[src/adcdc_pkg.sv]
/*
 * Shared constants for the daisy-chain converter readout link.
 * Assumes both ends run on one 40 MHz system clock.
 */
package adcdc_pkg;
    // ------------------------------------------------------------
    // Word format and timing
    // ------------------------------------------------------------
    localparam int unsigned ADCDC_WORD_BITS    = 16;
    localparam int unsigned ADCDC_CLK_NS       = 25;
    // Fixed conversion time in ns, taken from the internal timebase
    localparam int unsigned ADCDC_CONV_NS      = 1400;
    localparam int unsigned ADCDC_CONV_CYC     = (ADCDC_CONV_NS + ADCDC_CLK_NS - 1) / ADCDC_CLK_NS;
    // Shift clock half period in system clocks (host divider)
    localparam int unsigned ADCDC_SCLK_HALF    = 4;
    // Quiet time after readout before strobe drops, in system clocks
    localparam int unsigned ADCDC_GAP_CYC      = 4;
    localparam logic [15:0] ADCDC_RESULT_RST   = 16'h0000;
    // Code table endpoints and midscale of the straight binary output
    localparam logic [15:0] ADCDC_CODE_FULL    = 16'hFFFF;
    localparam logic [15:0] ADCDC_CODE_MID     = 16'h8000;
    localparam logic [15:0] ADCDC_CODE_ZERO    = 16'h0000;
    localparam int unsigned ADCDC_LSB_DIV      = 65536;

    typedef enum logic [1:0] {
        ADCDC_DEV_IDLE = 2'b00,
        ADCDC_DEV_CONV = 2'b01,
        ADCDC_DEV_READ = 2'b10
    } adcdc_dev_state_t;

    typedef enum logic [2:0] {
        ADCDC_HOST_IDLE  = 3'b000,
        ADCDC_HOST_CONV  = 3'b001,
        ADCDC_HOST_SHIFT = 3'b010,
        ADCDC_HOST_GAP   = 3'b011,
        ADCDC_HOST_DONE  = 3'b100
    } adcdc_host_state_t;
endpackage

[src/adcdc_link_if.sv]
/*
 * Link wires between one converter end and the host end.
 * Assumes the bench chains device ends and ties the first serial input.
 */
`timescale 1ns/1ps
`default_nettype none
interface adcdc_link_if;
    logic conversion_start_strobe;
    logic shift_clk;
    logic serial_chain_input;
    logic serial_chain_output;

    modport device (
        input  conversion_start_strobe,
        input  shift_clk,
        input  serial_chain_input,
        output serial_chain_output
    );
    modport host (
        output conversion_start_strobe,
        output shift_clk,
        input  serial_chain_output
    );
endinterface
`default_nettype wire

[src/adcdc_device.sv]
/*
 * Converter end: daisy-chain mode select, fixed-time conversion,
 * busy bit option and shift-register readout on falling shift clock.
 * Assumes link pins are asynchronous to mclk and the shift clock is
 * much slower than mclk.
 */
`timescale 1ns/1ps
`default_nettype none
// Functional notes
// - Low chain input at strobe rise selects chain
// - No busy: drive output low, start converting
// - Shift clock low at strobe: no busy bit
// - Host keeps strobe high through readout
// - Conversion ignores shift clock activity
// - Present MSB, shift on falling edges
// - Capture chain input on each falling edge but the busy-bit one
// - First device goes low after edge sixteen
// - Forward predecessor word after own word
// - Host gives sixteen clocks per device
// - Shift clock high at strobe: busy bit
// - Chain mode even with input tied strobe
// - Sample and convert on strobe rise; code loads sample_code when conversion ends
// - Busy bit, then MSB on next edge
// - First device goes high after edge seventeen
// - Host gives one extra clock with busy
// - Power down after conversion, up at start
// - Conversion time from internal clock only
// - Result held while powered down
// - Straight binary sixteen-bit result code
// - One step is reference over 65536
// - Host should stop shift clock during conversion
module adcdc_device
    import adcdc_pkg::*;
#(
    parameter int unsigned WORD_BITS = ADCDC_WORD_BITS,
    parameter int unsigned CONV_CYC  = ADCDC_CONV_CYC
) (
    input  wire logic                 mclk,
    input  wire logic                 sys_rst,
    adcdc_link_if.device              link,
    input  wire logic [WORD_BITS-1:0] sample_code,
    output logic                      sample_taken,
    output logic                      powered_up,
    output logic                      chain_mode,
    output logic                      busy_mode
);
    // ------------------------------------------------------------
    // Pin synchronisers
    // ------------------------------------------------------------
    logic [2:0] strobe_sync_reg;
    logic [2:0] sclk_sync_reg;
    logic [2:0] sdi_sync_reg;
    logic       strobe_lvl_reg;
    logic       sclk_lvl_reg;
    logic       sdi_lvl_reg;

    // Three stages; a change counts once stages two and three agree
    always_ff @(posedge mclk) begin
        if (sys_rst) begin
            strobe_sync_reg <= 3'h0;
            sclk_sync_reg   <= 3'h0;
            sdi_sync_reg    <= 3'h0;
            strobe_lvl_reg  <= 1'b0;
            sclk_lvl_reg    <= 1'b0;
            sdi_lvl_reg     <= 1'b0;
        end else begin
            strobe_sync_reg <= {strobe_sync_reg[1:0], link.conversion_start_strobe};
            sclk_sync_reg   <= {sclk_sync_reg[1:0], link.shift_clk};
            sdi_sync_reg    <= {sdi_sync_reg[1:0], link.serial_chain_input};
            if (strobe_sync_reg[1] == strobe_sync_reg[2]) begin
                strobe_lvl_reg <= strobe_sync_reg[2];
            end
            if (sclk_sync_reg[1] == sclk_sync_reg[2]) begin
                sclk_lvl_reg <= sclk_sync_reg[2];
            end
            if (sdi_sync_reg[1] == sdi_sync_reg[2]) begin
                sdi_lvl_reg <= sdi_sync_reg[2];
            end
        end
    end

    // Edge decodes on the filtered levels
    wire strobe_new  = (strobe_sync_reg[1] == strobe_sync_reg[2]) ? strobe_sync_reg[2]
                                                                   : strobe_lvl_reg;
    wire strobe_rise = strobe_new && !strobe_lvl_reg;
    wire strobe_fall = !strobe_new && strobe_lvl_reg;
    wire sclk_new    = (sclk_sync_reg[1] == sclk_sync_reg[2]) ? sclk_sync_reg[2]
                                                               : sclk_lvl_reg;
    wire sclk_fall   = !sclk_new && sclk_lvl_reg;
    wire sdi_new     = (sdi_sync_reg[1] == sdi_sync_reg[2]) ? sdi_sync_reg[2] : sdi_lvl_reg;

    // Mode is judged from the chain input level just before the strobe
    // edge, so an input wired to the strobe still reads low
    wire sel_chain   = !sdi_lvl_reg;

    // ------------------------------------------------------------
    // Conversion and readout state
    // ------------------------------------------------------------
    adcdc_dev_state_t state_reg;
    adcdc_dev_state_t state_next;
    logic [15:0]          conv_cnt_reg;
    logic [WORD_BITS-1:0] shift_reg;
    logic                 out_reg;
    logic                 chain_reg;
    logic                 busy_reg;
    logic                 busy_pend_reg;

    wire conv_done = (state_reg == ADCDC_DEV_CONV) && (conv_cnt_reg == 16'h0001);

    // Next state decode
    always_comb begin
        state_next = state_reg;
        case (state_reg)
            ADCDC_DEV_IDLE: begin
                if (strobe_rise && sel_chain) begin
                    state_next = ADCDC_DEV_CONV;
                end
            end
            ADCDC_DEV_CONV: begin
                if (conv_done) begin
                    state_next = ADCDC_DEV_READ;
                end
            end
            ADCDC_DEV_READ: begin
                if (strobe_fall) begin
                    state_next = ADCDC_DEV_IDLE;
                end
            end
            default: state_next = ADCDC_DEV_IDLE;
        endcase
    end

    // State, mode latch and internal conversion timer
    always_ff @(posedge mclk) begin
        if (sys_rst) begin
            state_reg    <= ADCDC_DEV_IDLE;
            conv_cnt_reg <= 16'h0000;
            chain_reg    <= 1'b0;
            busy_reg     <= 1'b0;
        end else begin
            state_reg <= state_next;
            if (state_reg == ADCDC_DEV_IDLE && strobe_rise && sel_chain) begin
                chain_reg    <= 1'b1;
                busy_reg     <= sclk_lvl_reg;
                conv_cnt_reg <= 16'(CONV_CYC);
            end else if (state_reg == ADCDC_DEV_CONV) begin
                conv_cnt_reg <= conv_cnt_reg - 16'h0001;
            end else if (state_next == ADCDC_DEV_IDLE) begin
                chain_reg    <= 1'b0;
            end
        end
    end

    // Result load, busy bit and shifting on falling shift clock
    always_ff @(posedge mclk) begin
        if (sys_rst) begin
            shift_reg     <= ADCDC_RESULT_RST;
            out_reg       <= 1'b0;
            busy_pend_reg <= 1'b0;
        end else if (state_reg == ADCDC_DEV_IDLE && strobe_rise && sel_chain) begin
            out_reg <= 1'b0;
        end else if (conv_done) begin
            shift_reg     <= sample_code;
            busy_pend_reg <= busy_reg;
            // Busy bit is high on the line, else MSB appears at once
            out_reg       <= busy_reg ? 1'b1 : sample_code[WORD_BITS-1];
        end else if (state_reg == ADCDC_DEV_READ && sclk_fall) begin
            if (busy_pend_reg) begin
                busy_pend_reg <= 1'b0;
                out_reg       <= shift_reg[WORD_BITS-1];
            end else begin
                // Take predecessor bit in at the bottom; grounded or
                // strobe-tied input shows after the own word
                shift_reg <= {shift_reg[WORD_BITS-2:0], sdi_new};
                out_reg   <= shift_reg[WORD_BITS-2];
            end
        end
    end

    // ------------------------------------------------------------
    // Outputs
    // ------------------------------------------------------------
    assign link.serial_chain_output = out_reg;
    assign sample_taken = (state_reg == ADCDC_DEV_IDLE) && strobe_rise && sel_chain;
    assign powered_up   = (state_reg == ADCDC_DEV_CONV);
    assign chain_mode   = chain_reg;
    assign busy_mode    = busy_reg;

endmodule
`default_nettype wire

[src/flat_wrapper.sv]
// flat-port wrapper written by rule: the top's interface ports become plain ports
module adcdc_device_flat import adcdc_pkg::*;
#(
    parameter int unsigned WORD_BITS = ADCDC_WORD_BITS,
    parameter int unsigned CONV_CYC  = ADCDC_CONV_CYC
)
  (mclk, sys_rst, sample_code, sample_taken, powered_up, chain_mode, busy_mode, link_conversion_start_strobe, link_shift_clk, link_serial_chain_input, link_serial_chain_output);
  adcdc_link_if link_i ();
  input  wire logic mclk;
  input  wire logic sys_rst;
  input  wire logic [WORD_BITS-1:0] sample_code;
  output logic sample_taken;
  output logic powered_up;
  output logic chain_mode;
  output logic busy_mode;
  input wire logic [$bits(link_i.conversion_start_strobe)-1:0] link_conversion_start_strobe;
  input wire logic [$bits(link_i.shift_clk)-1:0] link_shift_clk;
  input wire logic [$bits(link_i.serial_chain_input)-1:0] link_serial_chain_input;
  output wire logic [$bits(link_i.serial_chain_output)-1:0] link_serial_chain_output;
  assign link_i.conversion_start_strobe = link_conversion_start_strobe;
  assign link_i.shift_clk = link_shift_clk;
  assign link_i.serial_chain_input = link_serial_chain_input;
  assign link_serial_chain_output = link_i.serial_chain_output;
  adcdc_device #(.WORD_BITS(WORD_BITS), .CONV_CYC(CONV_CYC)) u_core (.mclk(mclk), .sys_rst(sys_rst), .link(link_i), .sample_code(sample_code), .sample_taken(sample_taken), .powered_up(powered_up), .chain_mode(chain_mode), .busy_mode(busy_mode));
endmodule
[config.mk]
export PLATFORM = sky130hd
export DESIGN_NAME = adcdc_device_flat
export DESIGN_NICKNAME = d
export VERILOG_FILES = /design/src/adcdc_pkg.sv /design/src/adcdc_link_if.sv /design/src/adcdc_device.sv /design/src/flat_wrapper.sv
export SDC_FILE = /design/constraint.sdc
export NUM_CORES = 1
export LEC_CHECK = 0
export ABC_AREA = 0
export BUFFER_PORTS_ARGS = -buffer_cell sky130_fd_sc_hd__clkbuf_2
export CAP_MARGIN = 20
export CORE_MARGIN = 10
export CORE_UTILIZATION = 55
export DETAILED_ROUTE_END_ITERATION = 6
export HOLD_SLACK_MARGIN = 0.1
export PLACE_DENSITY = 0.81
export SETUP_SLACK_MARGIN = 0.1
export SYNTH_ARGS = -nofsm -noshare
export SYNTH_HDL_FRONTEND = slang
export SYNTH_SLANG_ARGS = --single-unit
[constraint.sdc]
create_clock -name mclk -period 5.3 [get_ports mclk]
set_clock_uncertainty 0.15 [all_clocks]
set_input_delay 0.53 -clock mclk [delete_from_list [all_inputs] [get_ports mclk]]
set_output_delay 0.53 -clock mclk [all_outputs]
set_load 0.02 [all_outputs]
Yosys cells after proc, flatten, opt, wreduce, memory -nomap -nowiden
Cells that the tools add are included.
{"block": "classes", "add_sub_neg": 1, "n_eq_ne": 8, "n_mux": 21, "bitwise_logic": 1, "n_reduce_logical": 21}
{"cell": "2-to-1 mux 16 bit", "count": 3}
{"cell": "equality test 16 x 1 -> 1 bit (second input constant)", "count": 1}
{"cell": "subtractor 16 x 1 -> 16 bit (second input constant)", "count": 1}
{"cell": "2-to-1 mux 1 bit", "count": 12}
{"cell": "2-to-1 mux 6 bit", "count": 2}
{"cell": "logical AND 1 bit", "count": 8}
{"cell": "2-to-1 mux 2 bit", "count": 3}
{"cell": "one-hot mux 2 bit (3 select lines)", "count": 1}
{"cell": "nonzero test 2 bit", "count": 3}
{"cell": "logical NOT 1 bit", "count": 4}
{"cell": "logical NOT 2 bit", "count": 2}
{"cell": "!= test 2 bit (second input constant)", "count": 2}
{"cell": "AND reduction 2 bit", "count": 2}
{"cell": "equality test 1 bit", "count": 3}
{"cell": "AND reduction 3 bit", "count": 1}
{"cell": "equality test 2 x 1 -> 1 bit (second input constant)", "count": 1}
{"cell": "equality test 2 bit (second input constant)", "count": 1}
{"cell": "OR reduction 2 bit", "count": 1}
{"cell": "inverter 1 bit", "count": 1}
{"block": "word_totals", "register_bits": 50, "input_bits": 21, "output_inout_bits": 5}

Logic depth before layout (Yosys ltp)
Gate-level depths: netlist (run 1).
{"block": "depth", "word_depth": 10, "mapped_depth": 8, "mapped_depth_nobuf": 6}

Worst setup path before layout (run 1)
OpenSTA, ideal clock, no wires.
{"block": "synth_path", "kind": "reg-to-reg", "startpoint": "reg u_core.conv_cnt_reg[0]", "endpoint": "reg u_core.shift_reg[10]", "arrival_ps": 1710, "path_slack_ps": 3360, "stages_incl_launch_ff": 8, "path_cell_list": "dfxtp_1 > ha_1 > nor4b_1 > nand4b_4 > or2_1 > buf_6 > buf_6 > a211oi_2"}
{"block": "synth_between", "elab_chain_len": 4, "word_cells_on_any_way": 6, "classes_between": "eq/ne (2); mux (1); reduce/logical (3)"}
{"element": "from (decl)", "line_no": "adcdc_device.sv:101", "rtl": "logic [15:0] conv_cnt_reg;"}
{"element": "from (signal assigned)", "line_no": "adcdc_device.sv:145", "rtl": "conv_cnt_reg <= 16'(CONV_CYC);"}
{"element": "from (signal assigned)", "line_no": "adcdc_device.sv:147", "rtl": "conv_cnt_reg <= conv_cnt_reg - 16'h0001;"}
{"element": "equality test 16 x 1 -> 1 bit (*)", "line_no": "adcdc_device.sv:108", "rtl": "wire conv_done = (state_reg == ADCDC_DEV_CONV) && (conv_cnt_reg == 16'h0001);"}
{"element": "logical AND 1 bit (*)", "line_no": "adcdc_device.sv:108"}
{"element": "!= test 2 bit (no line) or nonzero test 2 bit (tied branches)"}
{"element": "AND reduction 3 bit (no line)"}
{"element": "to (signal assigned)", "line_no": "adcdc_device.sv:163", "rtl": "shift_reg <= sample_code;"}
{"element": "to (signal assigned)", "line_no": "adcdc_device.sv:174", "rtl": "shift_reg <= {shift_reg[WORD_BITS-2:0], sdi_new};"}
{"element": "to (decl)", "line_no": "adcdc_device.sv:102", "rtl": "logic [WORD_BITS-1:0] shift_reg;"}
Every way passes the cells marked *; elsewhere a longest branch is shown, timed or not.
A chain may end at the register's enable or synchronous reset.

Worst setup path after layout (run 1)
{"block": "layout_path", "startpoint": "reg u_core.state_reg[1]", "endpoint": "out powered_up"}
{"block": "layout_between", "elab_chain_len": 1}
{"element": "from (decl)", "line_no": "adcdc_device.sv:99", "rtl": "adcdc_dev_state_t state_reg;"}
{"element": "from (signal assigned)", "line_no": "adcdc_device.sv:141", "rtl": "state_reg <= state_next;"}
{"element": "equality test 2 x 1 -> 1 bit", "line_no": "adcdc_device.sv:185", "rtl": "assign powered_up = (state_reg == ADCDC_DEV_CONV);"}
{"element": "to (decl)", "line_no": "flat_wrapper.sv:13", "rtl": "output logic powered_up;"}
Every way passes these cells.

==> flow_summary.json, run 1 <==
{
  "async_reset_ff_frac": 0,
  "area_growth_pct": 9.87,
  "cp_slowest_cell": "nand2b_1",
  "wl_per_cell_um": 14.6,
  "firstDrtPassIters": 4,
  "synth_xor_area_frac": 0.0361,
  "drt-initial-drc-count": 95,
  "fill_cells": 334,
  "holdWs_ps": 271,
  "ioPinCount": 26,
  "r2r_setup_slack_ps": 2740,
  "synth_edf_count": 0,
  "synthTopCellsByCount": "dfxtp_1, mux2i_1, nor3_1, a21oi_1, nor2_1",
  "dp_hpwl_um": 2980,
  "final_nets": 264,
  "hold_class": "in -> reg",
  "first_global_vias": 1561,
  "antenna_cells": 0,
  "drive_gt1_frac": 0.190,
  "cts_tree": "built",
  "drt-total-wl_um": 4220,
  "synth-seq-area-share": 0.459,
  "syn-num-nets": 246,
  "fin_setup_tns_ps": 0,
  "num_vias": 1676,
  "wl_met3_um": 205,
  "cts-htree-levels": 2,
  "regArea_um2": 1000,
  "core-area_um2": 3740,
  "pre_cts_slack_ps": 2760,
  "p_seq_frac": 0.595,
  "vdd.ir_drop.worst_uv": 228,
  "tritoncts.num_buffers": 5,
  "cts_setup_buffers": 0,
  "top_layer_used": "met4",
  "wl_met2_um": 2000,
  "p_comb_frac": 0.040,
  "place_inst": 282,
  "fin_crit_sh": 0.495,
  "io_buffers": 25,
  "grt_overflow": 0,
  "period_minus_slack_ps": 2620,
  "synth_ff_type": "dfxtp_1",
  "synth.most_common_cell": "dfxtp_1",
  "synth_cells": 223,
  "cts_resized": 0,
  "required_ps": 4620,
  "critPathArrivalTime_ps": 1940,
  "fin_ws_ps": 2680,
  "drc": 0,
  "synth_top_area_frac": 0.459,
  "fin_util": 0.640,
  "tightest_slew_ps": 993,
  "cts-root-buf": "clkbuf_8",
  "clkLatencyLatePin_ps": 310,
  "hold_buffers": 0,
  "critPathCaptureType": "output port",
  "synth_simple_gate_area_frac": 0.216,
  "start_util": 0.583,
  "rsz0062_at_grt": "false",
  "drv_cap": 0,
  "synth_seq_cells": 50,
  "max_stage_delay_ps": 690,
  "stdcell_count": 290,
  "yosys.cell_types.count": 42,
  "grt_pass1_wl_um": 7120,
  "num_rows": 22,
  "synth_mux_area_frac": 0.0832,
  "synthAdderAreaFrac": 0.0161,
  "worstSetupPathType": "reg -> out",
  "synth_compound_area_frac": 0.149,
  "synth_top_area_cell": "dfxtp_1",
  "gr-usage-all-layers": 0.119,
  "slew_headroom": 0.336,
  "synth_top_family_by_area": "simple AND/OR/NAND/NOR gates",
  "cts_sinks": 50,
  "startpoint_type": "flip-flop",
  "antenna_found_initial": 0,
  "cp_max_fo": 23,
  "syn-mean-instance-area_um2": 9.78,
  "avgViaCountPerCell": 5.78,
  "final_cell_area_um2": 2400,
  "p_sw_mw": 0.145,
  "path_buf_inv": 2,
  "crit_chain": "nand2b_1 -> inv_1 -> clkbuf_2",
  "outcome": "finished, final reports clean",
  "die_h_um": 83.0,
  "synth_area_um2": 2180,
  "yosys-top-cells-area": "dfxtp_1, mux2i_1, a211oi_2",
  "setup-violations-final": 0,
  "hold_viol": 0,
  "power_frac_clock": 0.366,
  "cellLeakagePower_nw": 0.961,
  "power_mw": 0.643,
  "yosysWarnings": 0,
  "crit_family": "simple AND/OR/NAND/NOR gates",
  "fmax_mhz": 381,
  "placed_area_um2": 2300,
  "cts.path.max_buffers": 2,
  "power.density_nw_per_um2": 268,
  "wl_met1_um": 1960,
  "multi_input_area_um2": 1090,
  "cell_internal_pwr_mw": 0.498,
  "die-area_um2": 6880,
  "grt_max_degree": 36,
  "postRouteAntennaNets": 0,
  "drv_slew": 0,
  "clkTransAtPathRegs_ps": 90,
  "place_congestion": 0.765,
  "fp.dieW_um": 83.0,
  "swShare": 0.226
}
cell type report:
cell class,count,area share
clock buffer,6,0.0345
clock inverter,2,0.00731
inverter,5,0.00783
multi-input combinational,154,0.455
sequential,50,0.418
tap,48,0.0251
timing repair buffer,25,0.0522
worst reg2reg max path, stage by stage, from the launching register on:
cell and delay (ps):
dfxtp_1 420, ha_1 170, nor4b_1 420, nand4b_4 370, or2_1 600, a211oi_1 330
metal layers:
layer / global-route usage / up-vias
met5: 0 / -
li1: - / 837
met2: 0.181 / 27
met1: 0.149 / 807
met4: 0.0431 / 0
met3: 0.0449 / 5
power by group through the flow:
stage	clock [mW]	sequential [mW]	combinational, mW
floorplan	0	0.391	0.0154
detailed placement	0	0.391	0.0257
finish	0.235	0.382	0.0256
global placement	0	0.391	0.0251
global route	0.255	0.383	0.0289
CTS	0.241	0.382	0.0259
logic make-up after synthesis:
kind of cell,count (synthesis)
simple gates,79
compound gates,45
fa+ha+maj,3
mux,18
flops,50
buf+inv,19
xor+xnor,9
cells in the final DEF (no fill, tap or decap), types with 2 or more instances in the layout:
cell type / Yosys / routed
nand4b_1: 2 / 2
inv_1: 5 / 5
xor2_1: 8 / 8
nand2b_1: 2 / 2
clkinv_4: 0 / 2
dfxtp_1: 50 / 50
nor2_1: 14 / 14
a21oi_1: 15 / 15
a211oi_1: 9 / 9
o21ai_0: 6 / 6
nor2b_1: 9 / 9
nor3_1: 17 / 17
nand4_1: 3 / 3
a211oi_2: 8 / 8
clkbuf_2: 0 / 25
nor4b_1: 2 / 2
nand3b_1: 2 / 2
mux2i_1: 17 / 17
clkbuf_8: 0 / 6
ha_1: 2 / 2
o41ai_1: 2 / 2
nand2_1: 12 / 12
nand3_1: 3 / 3
or3_1: 4 / 4
worst paths after layout:
check | from | endpoint | cells after the start
setup / recovery | u_core.state_reg[1] | powered_up | 3
hold reg to reg | u_core.strobe_sync_reg[0] | u_core.strobe_sync_reg[1] | 1
hold / removal | link_serial_chain_input | u_core.sdi_sync_reg[0] | 2
setup reg to reg | u_core.conv_cnt_reg[0] | u_core.shift_reg[14] | 5
Power figures use the tool's default switching activity.
==> inputs of run 2 (changes only) <==
ABC_AREA = 1   (was 0)
PLACE_DENSITY = 0.8   (was 0.81)
clock period = 2.5 ns   (was 5.3 ns; I/O delays follow)
==> run 2 against run 1 <==
Effect of this change:
- die area increased by 20%
- highest routed layer unchanged
- synthesized cell count increased by 82%
- non-clock buffer count increased by 12
- sequential power increased by 110%
- critical path depth increased by 6
- design area increased by 28%
- critical endpoint is now u_core.conv_cnt_reg[8]
==> flow_summary.json, run 2 <==
{
  "period_minus_slack_ps": 1940,
  "num_vias": 2532,
  "grt_max_degree": 25,
  "r2r_start": "u_core.conv_cnt_reg[0]",
  "die_h_um": 90.8,
  "ioPinCount": 26,
  "antenna_cells": 0,
  "clkTransAtPathRegs_ps": 100,
  "wl_per_cell_um": 11.8,
  "cts.path.max_buffers": 2,
  "slew_headroom": 0.587,
  "outcome": "finished, final reports clean",
  "synth-seq-area-share": 0.363,
  "final_cell_mix": "nand2_1, nor2_1, dfxtp_1",
  "worstSetupPathType": "reg -> reg",
  "setup-violations-final": 0,
  "area_growth_pct": 11.4,
  "num_rows": 25,
  "fmax_mhz": 515,
  "synthTopCellsByCount": "nand2_1, nor2_1, dfxtp_1, inv_1, a21oi_1",
  "grt_overflow": 0,
  "antenna_found_initial": 0,
  "start_util": 0.576,
  "fin_crit_sh": 0.776,
  "placed_area_um2": 2920,
  "tightest_slew_ps": 619,
  "cp_common_cell": "inv_1",
  "drc": 0,
  "cts_setup_buffers": 0,
  "core-area_um2": 4790,
  "startpoint": "u_core.conv_cnt_reg[0]",
  "hold_class": "in -> reg",
  "synth_top_area_cell": "dfxtp_1",
  "hp-start": "sample_code[15]",
  "power.density_nw_per_um2": 490,
  "critPathCaptureType": "flip-flop",
  "critPathArrivalTime_ps": 1990,
  "die-area_um2": 8240,
  "clkLatencyLatePin_ps": 310,
  "drv_cap": 0,
  "vdd.ir_drop.worst_uv": 439,
  "io_buffers": 25,
  "postRouteAntennaNets": 0,
  "synth_cells": 405,
  "first_global_vias": 2404,
  "max_stage_delay_ps": 350,
  "synth.most_common_cell": "nand2_1",
  "cts-root-buf": "clkbuf_8",
  "drive_gt1_frac": 0.185,
  "cellLeakagePower_nw": 1.53,
  "cts_tree": "built",
  "syn-mean-instance-area_um2": 6.81,
  "yosysWarnings": 0,
  "tritoncts.num_buffers": 5,
  "fp.dieW_um": 90.8,
  "cp_slowest_cell": "dfxtp_1",
  "required_ps": 2540,
  "yosys-top-cells-area": "dfxtp_1, nand2_1, nor2_1",
  "cts_sinks": 50,
  "final_cell_area_um2": 3070,
  "grt_pass1_wl_um": 10300,
  "regArea_um2": 1000,
  "crit_chain": "inv_1 -> ha_1 -> inv_1 -> nor3_1 -> nand2_1 -> inv_1 -> nand4_1 -> nand2_1 -> nor2_1",
  "multi_input_area_um2": 1460,
  "async_reset_ff_frac": 0,
  "startpoint_type": "flip-flop",
  "drv_slew": 0,
  "cts-htree-levels": 2,
  "yosys.cell_types.count": 27,
  "cp_max_fo": 6,
  "layout_commonest_cell": "nand2_1",
  "rsz0062_at_grt": "false",
  "place_congestion": 0.867,
  "synth_area_um2": 2760,
  "drt-initial-drc-count": 205,
  "fin_setup_tns_ps": 0,
  "syn-num-nets": 428,
  "synth_seq_cells": 50,
  "hold_viol": 0,
  "dp_hpwl_um": 4170,
  "final_nets": 455,
  "fill_cells": 441,
  "synth_top_area_frac": 0.363,
  "firstDrtPassIters": 4,
  "avgViaCountPerCell": 5.06,
  "drt-total-wl_um": 5880,
  "synth_ff_type": "dfxtp_1",
  "synth_edf_count": 0,
  "gr-usage-all-layers": 0.144
}
[run 2: cell types whose count changed after synthesis, moves of 13 or more]
cell	previous run	this run
nand4_1	3	19
nand2_1	12	115
inv_1	5	46
nor3_1	17	2
nor2_2	0	13
o211ai_2	0	16
nor2_1	14	69
mux2i_1	17	0
[run 2: timing repair]
| action | 4_1_cts | 5_1_grt |
|---|---|---|
| hold endpoints to repair | 3 | 0 |
| hold buffers | 3 | 0 |
| endpoints found under the setup margin | 0 | 0 |
| resized for setup | 0 | 0 |
[run 2: cell type report]
| class | count | area share |
|---|---|---|
| clock buffer | 5 | 0.0224 |
| clock inverter | 3 | 0.0159 |
| inverter | 49 | 0.0599 |
| multi-input combinational | 289 | 0.476 |
| sequential | 50 | 0.326 |
| tap | 67 | 0.0273 |
| timing repair buffer | 37 | 0.0725 |
[run 2: cells by family after synthesis]
group | after synthesis | synth area share
flip-flops | 50 | 0.363
XOR/XNOR | 1 | 0.00318
buffers and inverters | 66 | 0.107
adder cells (fa/ha/maj) | 2 | 0.00908
AO/OA/AOI/OAI | 46 | 0.133
AND/OR/NAND/NOR | 240 | 0.384
[run 2: final timing paths]
path | endpoint | slack, ps | depth (start not counted)
max | u_core.conv_cnt_reg[8] | 560 | 9
min | u_core.link.serial_chain_output | 130 | 5
max reg2reg | u_core.conv_cnt_reg[8] | 560 | 9
min reg2reg | u_core.sdi_sync_reg[1] | 260 | 2
[run 2: power breakdown]
group          internal, mW  switching, mW  total [mW]  leakage, nW
clock                 0.305          0.290       0.595       0.0563
sequential            0.805        0.00617       0.811        0.404
combinational        0.0386         0.0589      0.0975         1.07
[run 2: per-layer routing]
| layer | wire (um) | part of all wire | GRT usage |
|---|---|---|---|
| met2 | 2650 | 0.45 | 0.242 |
| met1 | 2900 | 0.49 | 0.176 |
| met3 | 276 | 0.047 | 0.0374 |
| met4 | 53 | 0.0090 | 0.0431 |
| met5 | 0 | 0 | 0 |
[run 2: critical path, delay by kind of cell, from the launching register on]
family / cells / cell delay, ps
simple gates: 5 / 730
buf+inv: 3 / 400
fa+ha+maj: 1 / 180
flops: 1 / 350
[run 2: stage by stage]
step / cells / power (mW) / utilization / setup WS (ps) / hold WS [ps]
2_1_floorplan: 405 / 0.890 / - / 891 / 207
3_3_place_gp: 489 / 0.920 / 0.611 / 630 / 240
3_5_place_dp: 489 / 0.922 / 0.611 / 594 / 247
4_1_cts: 500 / 1.51 / 0.642 / 580 / 120
5_1_grt: 500 / 1.56 / 0.642 / 313 / 165
6_report: 500 / 1.50 / 0.642 / 559 / 130
